===== src/hdl/opv_consts.vh =====
// Constants for the OAM PDU validation stage.
// Assumes a single core clock; included by bare name.
`ifndef OPV_CONSTS_VH
`define OPV_CONSTS_VH
`define OPV_KIND_Y1731 2'h1
`define OPV_KIND_SEQ 2'h2
`define OPV_OP_CCM 8'h01
`define OPV_OP_LTR 8'h04
`define OPV_OP_LTM 8'h05
`define OPV_OP_SLR 8'h54
`define OPV_OP_SLM 8'h55
`define OPV_OP_1SL 8'h35
`define OPV_TLV_PORT 8'h02
`define OPV_TLV_IFACE 8'h04
`define OPV_RES_DATA 3'h0
`define OPV_RES_VALID 3'h1
`define OPV_RES_DISCARD 3'h2
`define OPV_RES_SYNLM 3'h3
`define OPV_DMAC_NONE 2'h0
`define OPV_DMAC_UC 2'h1
`define OPV_DMAC_MC 2'h2
`define OPV_DMAC_EITHER 2'h3
`define OPV_FL_TXBLK 0
`define OPV_FL_LOW 1
`define OPV_FL_HIGH 2
`define OPV_FL_DMAC 3
`define OPV_FL_VER 4
`define OPV_FL_TLV 5
`define OPV_FL_ZERO 6
`define OPV_FL_LOWCH 7
`define OPV_FL_GRP 8
`define OPV_FL_PEER 9
`define OPV_FL_PER 10
`define OPV_FL_PRIO 11
`define OPV_NFLAGS 12
`endif


===== src/hdl/opv_validate.v =====
// OAM endpoint PDU validation: one frame descriptor per cycle in, verdict next cycle.
// Assumes descriptor fields and config ports come from logic on mclk_i.
// Notes on behaviour
// - Level-bypass lookup makes every frame of the flow plain data.
// - Transmit frame kind from header field; only supported Y.1731 PDUs validated.
// - Transmit rejects count, set block-error flag, optionally go to error queue.
// - One shared setting limits error flags and extraction to CCM only.
// - Receive validation only for Y.1731 kind; others are data.
// - Level above endpoint: discard if high-block enabled, else data.
// - Zero-interval CCM discarded; last result kept; change flags; optional extract.
// - Equal level goes on to MAC check; lower level blocked, flagged, extractable.
// - CCM low-level result kept, change flagged; level discards of CCM counted.
// - Destination MAC checked per select; failure blocks, flags, extractable.
// - No version check for linktrace, generic or unknown opcodes.
// - Enabled version check uses one accepted-version set for all opcodes; mismatch blocks, flags.
// - After version, CCM goes to CCM checks, loss PDUs aside, rest valid.
// - CCM identity checks only with CCM hardware processing enabled.
// - Group identifier compare; last result, change flag, discard, extract, count.
// - Peer identifier compare; last result, change flag, discard, extract, count.
// - CCM passing identity checks is valid and clears loss-of-continuity.
// - Interval, priority and TLV checks only report, never invalidate.
// - Interval compare; last result, change flag, optional CCM queue copy, count.
// - Priority compare; no last result, flag on mismatch, optional CCM queue copy.
// - Unknown trailing TLV flags; CCM queue copy once per arming.
// - Every receive validation discard bumps the receive discard count.
// - MAC check against common multicast or own unicast address.
`timescale 1ns/1ps
`default_nettype none
`include "opv_consts.vh"
module opv_validate #(
	parameter CW = 16
) (
	// Clock and reset
	input wire mclk_i,
	input wire rst_i,
	// Frame descriptor
	input wire frm_valid_i,
	input wire frm_is_rx_i,
	input wire level_bypass_enable_i,
	input wire [1:0] frame_kind_field_i,
	input wire tx_valid_pdu_i,
	input wire [2:0] pdu_level_i,
	input wire [7:0] pdu_opcode_i,
	input wire [4:0] pdu_version_i,
	input wire pdu_generic_i,
	input wire [47:0] pdu_dmac_i,
	input wire [2:0] pdu_interval_i,
	input wire [2:0] pdu_priority_i,
	input wire [12:0] pdu_peer_id_i,
	input wire [383:0] pdu_group_id_i,
	input wire [7:0] pdu_tlv_type_i,
	// Configuration
	input wire [2:0] endpoint_level_i,
	input wire high_level_block_enable_i,
	input wire [1:0] dest_mac_check_select_i,
	input wire [47:0] mc_mac_i,
	input wire [47:0] uc_mac_i,
	input wire version_check_enable_i,
	input wire [31:0] ver_accept_i,
	input wire error_report_ccm_only_i,
	input wire ccm_hw_enable_i,
	input wire group_id_check_enable_i,
	input wire peer_id_check_enable_i,
	input wire [383:0] group_id_cfg_i,
	input wire [12:0] peer_id_cfg_i,
	input wire [2:0] expected_ccm_interval_i,
	input wire [2:0] expected_ccm_priority_i,
	input wire [`OPV_NFLAGS-1:0] extract_enable_i,
	input wire tlv_rearm_i,
	// Flag control
	input wire [`OPV_NFLAGS-1:0] flag_clear_i,
	input wire [`OPV_NFLAGS-1:0] intr_enable_i,
	// Verdict
	output reg res_valid_o,
	output reg [2:0] result_o,
	output reg cpu_error_queue_o,
	output reg cpu_continuity_queue_o,
	output reg loc_clear_o,
	// Status
	output reg [`OPV_NFLAGS-1:0] flags_o,
	output reg [4:0] last_result_o,
	output reg intr_o,
	output wire [CW-1:0] tx_discard_count_o,
	output wire [CW-1:0] rx_discard_count_o,
	output wire [CW-1:0] level_discard_count_o,
	output wire [CW-1:0] interval_mismatch_count_o,
	output wire [CW-1:0] group_id_error_count_o,
	output wire [CW-1:0] peer_id_error_count_o
);
	// Comb verdict
	reg [2:0] res_next;
	reg [`OPV_NFLAGS-1:0] ev_next;
	reg err_q_next;
	reg ccm_q_next;
	reg loc_next;
	reg tx_disc_next;
	reg rx_disc_next;
	reg lvl_cnt_next;
	reg per_cnt_next;
	reg grp_cnt_next;
	reg peer_cnt_next;
	reg [4:0] last_next;
	reg [4:0] last_upd;
	reg tlv_armed_reg;
	reg tlv_armed_next;
	reg is_ccm;
	reg is_y;
	reg report_ok;
	reg mac_ok;
	reg ver_skip;
	reg ver_ok;
	reg grp_bad;
	reg peer_bad;
	reg [`OPV_NFLAGS-1:0] flags_next;
	always @*
	begin
		res_next = `OPV_RES_DATA;
		ev_next = {`OPV_NFLAGS{1'b0}};
		err_q_next = 1'b0;
		ccm_q_next = 1'b0;
		loc_next = 1'b0;
		tx_disc_next = 1'b0;
		rx_disc_next = 1'b0;
		lvl_cnt_next = 1'b0;
		per_cnt_next = 1'b0;
		grp_cnt_next = 1'b0;
		peer_cnt_next = 1'b0;
		last_next = last_result_o;
		last_upd = last_result_o;
		tlv_armed_next = tlv_armed_reg | tlv_rearm_i;
		is_ccm = (pdu_opcode_i == `OPV_OP_CCM) && !pdu_generic_i;
		is_y = frame_kind_field_i == `OPV_KIND_Y1731;
		report_ok = !error_report_ccm_only_i || is_ccm;
		if (dest_mac_check_select_i == `OPV_DMAC_UC)
			mac_ok = pdu_dmac_i == uc_mac_i;
		else if (dest_mac_check_select_i == `OPV_DMAC_MC)
			mac_ok = pdu_dmac_i == mc_mac_i;
		else if (dest_mac_check_select_i == `OPV_DMAC_EITHER)
			mac_ok = (pdu_dmac_i == uc_mac_i) || (pdu_dmac_i == mc_mac_i);
		else
			mac_ok = 1'b1;
		// Unknown opcodes arrive flagged generic by the classifier
		ver_skip = pdu_generic_i || (pdu_opcode_i == `OPV_OP_LTM) || (pdu_opcode_i == `OPV_OP_LTR);
		ver_ok = ver_skip || !version_check_enable_i || ver_accept_i[pdu_version_i];
		grp_bad = group_id_check_enable_i && (pdu_group_id_i != group_id_cfg_i);
		peer_bad = peer_id_check_enable_i && (pdu_peer_id_i != peer_id_cfg_i);
		if (!frm_valid_i || level_bypass_enable_i || !is_y)
			res_next = `OPV_RES_DATA;
		else if (!frm_is_rx_i)
		begin
			// Transmit checks are done upstream; only the verdict lands here
			if (tx_valid_pdu_i)
				res_next = `OPV_RES_VALID;
			else
			begin
				res_next = `OPV_RES_DISCARD;
				tx_disc_next = 1'b1;
				ev_next[`OPV_FL_TXBLK] = report_ok;
				err_q_next = report_ok && extract_enable_i[`OPV_FL_TXBLK];
			end
		end
		else if (pdu_level_i > endpoint_level_i)
		begin
			if (high_level_block_enable_i)
			begin
				res_next = `OPV_RES_DISCARD;
				ev_next[`OPV_FL_HIGH] = report_ok;
				err_q_next = report_ok && extract_enable_i[`OPV_FL_HIGH];
				lvl_cnt_next = is_ccm;
			end
			else
				res_next = `OPV_RES_DATA;
		end
		else
		begin
			if (is_ccm)
			begin
				last_upd[0] = pdu_interval_i == 3'h0;
				last_upd[1] = pdu_level_i < endpoint_level_i;
				last_next[1:0] = last_upd[1:0];
			end
			if (is_ccm && (pdu_interval_i == 3'h0))
			begin
				res_next = `OPV_RES_DISCARD;
				err_q_next = extract_enable_i[`OPV_FL_ZERO];
			end
			else if (pdu_level_i < endpoint_level_i)
			begin
				res_next = `OPV_RES_DISCARD;
				ev_next[`OPV_FL_LOW] = report_ok;
				err_q_next = report_ok && extract_enable_i[`OPV_FL_LOW];
				lvl_cnt_next = is_ccm;
			end
			else if (!mac_ok)
			begin
				res_next = `OPV_RES_DISCARD;
				ev_next[`OPV_FL_DMAC] = report_ok;
				err_q_next = report_ok && extract_enable_i[`OPV_FL_DMAC];
			end
			else if (!ver_ok)
			begin
				res_next = `OPV_RES_DISCARD;
				ev_next[`OPV_FL_VER] = report_ok;
				err_q_next = report_ok && extract_enable_i[`OPV_FL_VER];
			end
			else if (!pdu_generic_i && ((pdu_opcode_i == `OPV_OP_SLM) || (pdu_opcode_i == `OPV_OP_SLR)
				|| (pdu_opcode_i == `OPV_OP_1SL)))
				res_next = `OPV_RES_SYNLM;
			else if (!is_ccm || !ccm_hw_enable_i)
				res_next = `OPV_RES_VALID;
			else
			begin
				last_next[2] = grp_bad;
				last_next[3] = peer_bad;
				if (grp_bad || peer_bad)
				begin
					res_next = `OPV_RES_DISCARD;
					grp_cnt_next = grp_bad;
					peer_cnt_next = peer_bad;
					err_q_next = (grp_bad && extract_enable_i[`OPV_FL_GRP])
						|| (peer_bad && extract_enable_i[`OPV_FL_PEER]);
				end
				else
				begin
					// Report-only checks below never touch the verdict
					res_next = `OPV_RES_VALID;
					loc_next = 1'b1;
					last_next[4] = pdu_interval_i != expected_ccm_interval_i;
					per_cnt_next = last_next[4];
					ccm_q_next = (last_next[4] && extract_enable_i[`OPV_FL_PER])
						|| ((pdu_priority_i != expected_ccm_priority_i) && extract_enable_i[`OPV_FL_PRIO]);
					ev_next[`OPV_FL_PRIO] = pdu_priority_i != expected_ccm_priority_i;
					if ((pdu_tlv_type_i != 8'h00) && (pdu_tlv_type_i != `OPV_TLV_PORT)
						&& (pdu_tlv_type_i != `OPV_TLV_IFACE))
					begin
						ev_next[`OPV_FL_TLV] = 1'b1;
						if (tlv_armed_next && extract_enable_i[`OPV_FL_TLV])
						begin
							ccm_q_next = 1'b1;
							tlv_armed_next = 1'b0;
						end
					end
				end
			end
		end
		rx_disc_next = frm_is_rx_i && (res_next == `OPV_RES_DISCARD);
		ev_next[`OPV_FL_ZERO] = last_next[0] != last_result_o[0];
		ev_next[`OPV_FL_LOWCH] = last_next[1] != last_result_o[1];
		ev_next[`OPV_FL_GRP] = last_next[2] != last_result_o[2];
		ev_next[`OPV_FL_PEER] = last_next[3] != last_result_o[3];
		ev_next[`OPV_FL_PER] = last_next[4] != last_result_o[4];
		// Priority last result is not stored separately; flag on mismatch
		flags_next = (flags_o & ~flag_clear_i) | ev_next;
	end
	always @(posedge mclk_i)
	begin
		if (rst_i)
		begin
			res_valid_o <= 1'b0;
			result_o <= `OPV_RES_DATA;
			cpu_error_queue_o <= 1'b0;
			cpu_continuity_queue_o <= 1'b0;
			loc_clear_o <= 1'b0;
			flags_o <= {`OPV_NFLAGS{1'b0}};
			last_result_o <= 5'h00;
			intr_o <= 1'b0;
			tlv_armed_reg <= 1'b1;
		end
		else
		begin
			res_valid_o <= frm_valid_i;
			result_o <= res_next;
			cpu_error_queue_o <= err_q_next;
			cpu_continuity_queue_o <= ccm_q_next;
			loc_clear_o <= loc_next;
			flags_o <= flags_next;
			last_result_o <= last_next;
			intr_o <= |(flags_next & intr_enable_i);
			tlv_armed_reg <= tlv_armed_next;
		end
	end
	// Counters
	opv_counter #(.W(CW)) u_txd (.mclk_i(mclk_i), .rst_i(rst_i), .inc_i(tx_disc_next), .count_o(tx_discard_count_o));
	opv_counter #(.W(CW)) u_rxd (.mclk_i(mclk_i), .rst_i(rst_i), .inc_i(rx_disc_next), .count_o(rx_discard_count_o));
	opv_counter #(.W(CW)) u_lvl (.mclk_i(mclk_i), .rst_i(rst_i), .inc_i(lvl_cnt_next), .count_o(level_discard_count_o));
	opv_counter #(.W(CW)) u_per (.mclk_i(mclk_i), .rst_i(rst_i), .inc_i(per_cnt_next),
		.count_o(interval_mismatch_count_o));
	opv_counter #(.W(CW)) u_grp (.mclk_i(mclk_i), .rst_i(rst_i), .inc_i(grp_cnt_next),
		.count_o(group_id_error_count_o));
	opv_counter #(.W(CW)) u_peer (.mclk_i(mclk_i), .rst_i(rst_i), .inc_i(peer_cnt_next),
		.count_o(peer_id_error_count_o));
endmodule // opv_validate
`default_nettype wire


===== src/hdl/opv_counter.v =====
// Saturating event counter, reset to zero.
// Assumes inc_i is a one-cycle pulse on mclk_i.
`timescale 1ns/1ps
`default_nettype none
module opv_counter #(
	parameter W = 16
) (
	// Clock and reset
	input wire mclk_i,
	input wire rst_i,
	// Event
	input wire inc_i,
	output reg [W-1:0] count_o
);
	always @(posedge mclk_i)
	begin
		if (rst_i)
			count_o <= {W{1'b0}};
		else if (inc_i && (count_o != {W{1'b1}}))
			count_o <= count_o + {{(W-1){1'b0}}, 1'b1};
	end
endmodule // opv_counter
`default_nettype wire


===== config.mk =====
export PLATFORM = sky130hd
export DESIGN_NAME = opv_validate
export DESIGN_NICKNAME = d
export VERILOG_FILES = /design/src/hdl/opv_validate.v /design/src/hdl/opv_counter.v
export VERILOG_INCLUDE_DIRS = /design/src /design/src/hdl
export SDC_FILE = /design/constraint.sdc
export NUM_CORES = 1
export LEC_CHECK = 0
export BUFFER_PORTS_ARGS = -buffer_cell sky130_fd_sc_hd__buf_2
export CORE_AREA = 2 2 461 463
export CTS_BUF_LIST = sky130_fd_sc_hd__clkbuf_8
export CTS_CLUSTER_DIAMETER = 30
export CTS_CLUSTER_SIZE = 30
export DETAILED_ROUTE_END_ITERATION = 12
export DIE_AREA = 0 0 463 465
export PLACE_DENSITY = 0.3
export SLEW_MARGIN = 20
export SYNTH_ARGS = -nofsm -noshare
export SYNTH_HDL_FRONTEND = slang
export SYNTH_SLANG_ARGS = --single-unit

===== constraint.sdc =====
create_clock -name mclk_i -period 3.35 [get_ports mclk_i]
set_input_delay 0.5025 -clock mclk_i [delete_from_list [all_inputs] [get_ports mclk_i]]
set_output_delay 0.5025 -clock mclk_i [all_outputs]
set_load 0.005 [all_outputs]

# Yosys cells after proc, flatten, opt, wreduce, memory -nomap -nowiden
# Cells that the tools add are included.
[word_totals]
reg_bits = 122
in_bits = 1063
[classes]
add_sub_neg = 6
order_cmp = 3
eq_ne = 30
mux = 123
bitwise_logic = 8
reduce_logical = 51
[op_table]
columns = ["cell", "count"]
rows = [
  ["384-bit inequality test", 1],
  ["16-bit by 1-bit adder with 16-bit output (second input constant)", 6],
  ["48-bit == test", 2],
  ["16-bit inequality test (second input constant)", 6],
  ["1-bit 2-to-1 mux", 94],
  ["2-bit 2-to-1 mux", 14],
  ["3-bit 2-to-1 mux", 9],
  ["12-bit AND", 2],
  ["1-bit logical AND", 24],
  ["5-bit 2-to-1 mux", 4],
  ["8-bit by 3-bit == test with 1-bit output (second input constant)", 2],
  ["8-bit by 7-bit == test with 1-bit output (second input constant)", 2],
  ["1-bit logical OR", 14],
  ["13-bit inequality test", 1],
  ["12-bit NOT", 1],
  ["12-bit bitwise OR", 1],
  ["12-bit OR reduction", 1],
  ["11-bit OR reduction", 1],
  ["10-bit OR reduction", 1],
  ["8-bit by 1-bit == test with 1-bit output (second input constant)", 1],
  ["8-bit by 6-bit == test with 1-bit output (second input constant)", 1],
  ["8-bit by 2-bit inequality test with 1-bit output (second input constant)", 1],
  ["8-bit by 3-bit inequality test with 1-bit output (second input constant)", 1],
  ["8-bit nonzero test", 1],
  ["15 further kinds", 30],
]

# Logic depth before layout (Yosys ltp)
[logic_depth]
depth_word = 17
ltp_mapped = 14
ltp_nobuf = 12

# By module
# From an unflattened synthesis, not the netlist that was laid out.
[hier_totals]
hier_cells = 1516
hier_area_um2 = 12569.6
[modules_own_cells]
columns = ["mod", "instances", "cells_each", "area_each_um2", "seq_area_each_um2"]
rows = [
  ["opv_validate", 1, 922, 7479.7, 500.5],
  ["opv_counter", 6, 99, 848.3, 320.3],
]

# Least setup slack after synthesis
# No wires, ideal clock.
[synth_timing]
path_type = "input to register"
startpoint = "input endpoint_level_i[1]"
endpoint = "register u_grp.count_o[14]"
setup_ns = 0.128
t_arrival_ns = 2.952
path_slack_ns = 0.270
path_stages = 11
path_buffers = 0
path_cell_list = "inv_1 -> ha_1 -> nor2b_1 -> o21ai_0 -> a21oi_1 -> or4_1 -> a211oi_2 -> nand3_2 -> or4_1 -> xor2_1 -> nor2_1"
[synth_via]
elab_chain_cells = 7
word_cells_on_any_way = 8
[synth_lines]
columns = ["element", "line_no", "rtl"]
rows = [
  ["start: declaration", "opv_validate.v:53", "input wire [2:0] endpoint_level_i,"],
  ["3-bit less-than comparator", "opv_validate.v:187", "else if (pdu_level_i < endpoint_level_i)"],
  ["1-bit 2-to-1 mux", "opv_validate.v:187", ""],
  ["1-bit 2-to-1 mux", "opv_validate.v:182", "if (is_ccm && (pdu_interval_i == 3'h0))"],
  ["1-bit 2-to-1 mux *", "opv_validate.v:162", "else if (pdu_level_i > endpoint_level_i)"],
  ["1-bit 2-to-1 mux *", "opv_validate.v:149", "else if (!frm_is_rx_i)"],
  ["1-bit 2-to-1 mux *", "opv_validate.v:147", "if (!frm_valid_i || level_bypass_enable_i || !is_y)"],
  ["1-bit logical AND *", "opv_counter.v:19", "else if (inc_i && (count_o != {W{1'b1}}))"],
  ["end signal: assignment", "opv_counter.v:18", "count_o <= {W{1'b0}};"],
  ["end signal: assignment", "opv_counter.v:20", "count_o <= count_o + {{(W-1){1'b0}}, 1'b1};"],
  ["end: declaration", "opv_counter.v:13", "output reg [W-1:0] count_o"],
]
# Every way passes the cells marked *; elsewhere a longest branch is shown, timed or not.
# A chain may end at the register's enable or synchronous reset.

# Worst setup path after layout
[layout_timing]
startpoint = "input group_id_cfg_i[271]"
endpoint = "register u_per.count_o[8]"
[layout_via]
elab_chain_cells = 14
[layout_lines]
columns = ["element", "line_no", "rtl"]
rows = [
  ["start: declaration", "opv_validate.v:64", "input wire [383:0] group_id_cfg_i,"],
  ["384-bit inequality test", "opv_validate.v:145", "grp_bad = group_id_check_enable_i && (pdu_group_id_i != group_id_cfg_i);"],
  ["1-bit logical AND", "opv_validate.v:145", ""],
  ["1-bit logical OR", "opv_validate.v:215", "if (grp_bad || peer_bad)"],
  ["1-bit 2-to-1 mux", "opv_validate.v:215", ""],
  ["1-bit 2-to-1 mux", "opv_validate.v:209", "else if (!is_ccm || !ccm_hw_enable_i)"],
  ["1-bit 2-to-1 mux", "opv_validate.v:206", "else if (!pdu_generic_i && ((pdu_opcode_i == `OPV_OP_SLM) || (pdu_opcode_i == `OPV_OP_SLR)"],
  ["1-bit 2-to-1 mux", "opv_validate.v:200", "else if (!ver_ok)"],
  ["1-bit 2-to-1 mux", "opv_validate.v:194", "else if (!mac_ok)"],
  ["1-bit 2-to-1 mux", "opv_validate.v:187", ""],
  ["1-bit 2-to-1 mux", "opv_validate.v:182", ""],
  ["1-bit 2-to-1 mux", "opv_validate.v:162", ""],
  ["1-bit 2-to-1 mux", "opv_validate.v:149", ""],
  ["1-bit 2-to-1 mux", "opv_validate.v:147", ""],
  ["1-bit logical AND", "opv_counter.v:19", ""],
  ["end signal: assignment", "opv_counter.v:18", ""],
  ["end signal: assignment", "opv_counter.v:20", ""],
  ["end: declaration", "opv_counter.v:13", ""],
]
# Every way passes these cells.

==> metrics.txt <==
# TYPE chip_impl_metric gauge
chip_impl_metric{name="ys_ff_latch",unit=""} 121
chip_impl_metric{name="cp_data_arrival_time",unit="ns"} 3.67
chip_impl_info{name="cp_cell_sequence",value="buf_2, xnor2_2, buf_4, nand4_1, buf_4, nor4_4, nand4_1, nor4_4, buf_4, a31o_4, buf_4, and3_4, nand4_1, mux2_1"} 1
chip_impl_metric{name="clock_tree.htree_level_count",unit=""} 4
chip_impl_metric{name="vias",unit=""} 18063
chip_impl_metric{name="met3WireLength",unit="µm"} 22700
chip_impl_metric{name="n_fill_cell",unit=""} 24811
chip_impl_metric{name="placement_row_count",unit=""} 169
chip_impl_metric{name="clock_skew",unit="ns"} 0.0127
chip_impl_info{name="critical_path.most_common_cell",value="sky130_fd_sc_hd__buf_4"} 1
chip_impl_metric{name="vdd.ir_drop.worst",unit="µV"} 256
chip_impl_info{name="worst_setup_path_end_kind",value="flop"} 1
chip_impl_info{name="start_kind",value="input port"} 1
chip_impl_info{name="netlist.top_cell.by_area",value="sky130_fd_sc_hd__xnor2_1"} 1
chip_impl_metric{name="synth-edff-count",unit=""} 0
chip_impl_info{name="critical_path.slowest_cell",value="sky130_fd_sc_hd__nor4_4"} 1
chip_impl_metric{name="tightestPinTransition",unit="ns"} 0.796
chip_impl_metric{name="first_global_vias",unit=""} 17585
chip_impl_metric{name="timing.max_cap.violations",unit=""} 0
chip_impl_metric{name="relSlewSlack",unit=""} 0.464
chip_impl_metric{name="clk-insertion-delay-late",unit="ns"} 0.55
chip_impl_metric{name="critPathBufInv",unit=""} 5
chip_impl_metric{name="place.gp.congestion",unit=""} 0.995
chip_impl_metric{name="i_o_pins",unit=""} 1184
chip_impl_metric{name="dr_wl_met2",unit="µm"} 91600
chip_impl_metric{name="synth_nets",unit=""} 2560
chip_impl_metric{name="timing.critical_path.fanout_max",unit=""} 5
chip_impl_metric{name="globalRouteTotalUtil",unit=""} 0.168
chip_impl_info{name="outcome",value="finished clean"} 1
chip_impl_metric{name="postRouteWirelength",unit="µm"} 187000
chip_impl_metric{name="power_per_cell_area",unit="nW/µm²"} 212
chip_impl_metric{name="routed_wire_length_per_instance",unit="µm"} 32.7
chip_impl_metric{name="maxSlewViolCount",unit=""} 0
chip_impl_metric{name="power.total",unit="mW"} 5.00
chip_impl_metric{name="syn_to_final_growth",unit="%"} 96.5
chip_impl_info{name="dominantRegCellSynth",value="sky130_fd_sc_hd__dfxtp_1"} 1
chip_impl_metric{name="syn_inst",unit=""} 1488
chip_impl_metric{name="start_util",unit=""} 0.0568
chip_impl_metric{name="final.period_utilization",unit=""} 0.966
chip_impl_metric{name="ff2ff_path_depth",unit=""} 9
chip_impl_info{name="top_layer",value="met5"} 1
chip_impl_metric{name="post_synth.cell_area_avg",unit="µm²"} 8.05
chip_impl_metric{name="min_delay_path_depth",unit=""} 2
chip_impl_metric{name="cts_buffers",unit=""} 17
chip_impl_metric{name="cp_num_cells",unit=""} 14
chip_impl_metric{name="die_boundary_height",unit="µm"} 465
chip_impl_metric{name="yosysSeqAreaShare",unit=""} 0.202
chip_impl_info{name="top_family_by_delay_on_critical_path",value="simple AND/OR/NAND/NOR gates"} 1
chip_impl_metric{name="hpwl",unit="µm"} 179000
chip_impl_metric{name="synth-async-reset-ratio",unit=""} 0
chip_impl_metric{name="post-route-util",unit=""} 0.112
chip_impl_metric{name="dr.pass1.iters",unit=""} 5
chip_impl_info{name="worstHoldPathType",value="in -> reg"} 1
chip_impl_metric{name="drive_above_1_share",unit=""} 0.506
chip_impl_info{name="rsz0062_at_grt",value="true"} 1
chip_impl_metric{name="dieArea",unit="µm²"} 215000
chip_impl_metric{name="synth_cell_types",unit=""} 71
chip_impl_metric{name="core",unit="µm²"} 211000
chip_impl_metric{name="layout.nets",unit=""} 3882
chip_impl_metric{name="crit_required",unit="ns"} 3.78
chip_impl_metric{name="synth_top_cell_area_share",unit=""} 0.349
chip_impl_metric{name="die_x",unit="µm"} 463
chip_impl_metric{name="grt_max_degree",unit=""} 67
chip_impl_metric{name="port_buffers",unit=""} 1181
chip_impl_metric{name="synth.cell_area",unit="µm²"} 12000
chip_impl_metric{name="timing_hold_violations_final",unit=""} 0
chip_impl_metric{name="drt_first_iter_violations",unit=""} 1024
chip_impl_info{name="setup.worst_path.class",value="in -> reg"} 1
chip_impl_info{name="cts.root.buffer_cell",value="sky130_fd_sc_hd__clkbuf_8"} 1
chip_impl_metric{name="cellLeakagePower",unit="nW"} 9.55
chip_impl_metric{name="met1_length",unit="µm"} 66800
chip_impl_metric{name="grt_antenna_before_repair",unit=""} 335
chip_impl_metric{name="yosysWarnings",unit=""} 0
chip_impl_metric{name="grt-ovfl-total",unit=""} 0
chip_impl_metric{name="critical_path.max_stage_delay",unit="ns"} 0.64
chip_impl_info{name="synth_area_leaders",value="sky130_fd_sc_hd__xnor2_1 35%, sky130_fd_sc_hd__dfxtp_1 20%, sky130_fd_sc_hd__nand4_1 7.4%"} 1
chip_impl_metric{name="fmaxAchievable",unit="MHz"} 309
chip_impl_metric{name="vias_per_cell",unit=""} 3.15
chip_impl_metric{name="clkSlewWorstSetupHoldPaths",unit="ns"} 0.09
chip_impl_metric{name="clk_path_buf_depth",unit=""} 2
chip_impl_metric{name="route.antenna.remaining_nets",unit=""} 0
chip_impl_metric{name="finalWorstPathRequiredPeriod",unit="ns"} 3.23
chip_impl_info{name="cts_tree",value="done"} 1
chip_impl_metric{name="num_clock_sinks",unit=""} 121
chip_impl_metric{name="first_pass_grt_wire_length",unit="µm"} 225000
chip_impl_metric{name="final-setup-viol-count",unit=""} 0
chip_impl_metric{name="detail_route.drc_violations",unit=""} 0
==> cell usage after synthesis (all sizes together), types with 5 or more instances <==
library cell	number
and2	8
xnor2	478
dfxtp	121
buf	8
o21ai	32
xor2	59
nor2	106
clkbuf	18
nand3	66
nor4	48
a21oi	40
ha	9
or3	18
nand4	142
nor2b	25
and3	22
inv	52
nor3	19
and4	7
or4	7
a31oi	8
a22oi	7
or2	8
nand2b	20
mux2i	25
mux2	11
nand2	66
o22ai	7
nand3b	5
==> through the flow <==
| stage | setup TNS (ns) | std cells | cell area (µm²) | hold WS (ns) | setup WS [ns] |
|---|---|---|---|---|---|
| finish | 0 | 5729 | 23500 | 0.179 | 0.115 |
| global route | -0.0746 | 5675 | 23400 | 0.150 | -0.0286 |
| CTS | -0.0959 | 5640 | 23100 | 0.105 | -0.0229 |
| detailed placement | -67.61 | 5607 | 22500 | 0.488 | -1.32 |
| global placement | -78.35 | 5607 | 22500 | 0.486 | -1.52 |
| floorplan | 0 | 1488 | 12000 | 0.474 | 0.270 |
==> metal layers <==
metal / vias to the layer above / GRT usage
li1: 7982 / -
met1: 8156 / 0.178
met2: 1204 / 0.298
met3: 557 / 0.0859
met4: 164 / 0.0299
met5: - / 0
==> what timing repair did <==
| item | in CTS | in global routing |
|---|---|---|
| resized for setup | 23 | 34 |
| pin swaps | 8 | 17 |
| hold buffers | 0 | 0 |
| endpoints found under the hold margin | 0 | 0 |
| setup endpoints to repair | 60 | 47 |
| buffers inserted | 3 | 6 |
==> placed cells by master, fill, tap and decap left out, types with 15 or more instances in the layout <==
cell type / Yosys / final
sky130_fd_sc_hd__buf_2: 3 / 1179
sky130_fd_sc_hd__xnor2_1: 478 / 462
sky130_fd_sc_hd__nand4_1: 142 / 142
sky130_fd_sc_hd__buf_4: 1 / 134
sky130_fd_sc_hd__dfxtp_1: 121 / 121
sky130_fd_sc_hd__nor2_1: 106 / 106
sky130_fd_sc_hd__diode_2: 0 / 86
sky130_fd_sc_hd__nand2_1: 66 / 65
sky130_fd_sc_hd__nand3_1: 64 / 64
sky130_fd_sc_hd__xor2_1: 59 / 58
sky130_fd_sc_hd__inv_1: 52 / 53
sky130_fd_sc_hd__a21oi_1: 40 / 40
sky130_fd_sc_hd__nor4_1: 45 / 31
sky130_fd_sc_hd__o21ai_0: 32 / 30
sky130_fd_sc_hd__mux2i_1: 25 / 25
sky130_fd_sc_hd__nor2b_1: 25 / 25
sky130_fd_sc_hd__and3_1: 22 / 21
sky130_fd_sc_hd__nand2b_1: 20 / 19
sky130_fd_sc_hd__or3_1: 18 / 18
sky130_fd_sc_hd__nor3_1: 17 / 17
sky130_fd_sc_hd__clkbuf_8: 0 / 17
sky130_fd_sc_hd__xnor2_2: 0 / 15
==> area by class of cell <==
class                           instances  area [µm²]  share of cell area
Antenna cell                           86         215             0.00914
Clock buffer                           17         234             0.00994
Clock inverter                         14         174             0.00739
Inverter                               52         195             0.00829
Multi-Input combinational cell       1289        9580               0.407
Sequential cell                       121        2420               0.103
Tap cell                             2821        3530               0.150
Timing Repair Buffer                 1329        7190               0.305
==> power by group <==
part	switching (mW)	internal [mW]
clock	0.761	0.734
combinational	1.04	1.03
sequential	0.000886	1.44
==> path summary, 6_finish.rpt <==
path / slack, ns / endpoint / start
min: 0.18 / res_valid_o$_SDFF_PP0_ / frm_valid_i
max reg2reg: 0.84 / intr_o$_SDFF_PP0_ / flags_o[11]$_SDFF_PP0_
min reg2reg: 0.50 / flags_o[4]$_SDFF_PP0_ / flags_o[4]$_SDFF_PP0_
max: 0.12 / u_per.count_o[8]$_SDFFE_PP0P_ / group_id_cfg_i[271]
==> kinds of logic (layout without fill, tap and decap cells) <==
kind of cell / after synthesis / after routing / synth area share
buffers and inverters: 78 / 1412 / 0.0278
other: 1 / 87 / 0.000313
adders and majority gates: 9 / 9 / 0.00940
and+or+nand+nor: 574 / 574 / 0.265
muxes: 36 / 36 / 0.0312
xor gates and xnor gates: 537 / 537 / 0.393
DFF: 121 / 121 / 0.202
AOI/OAI and AO/OA: 132 / 132 / 0.0712
(Power assumes the default switching activity.)
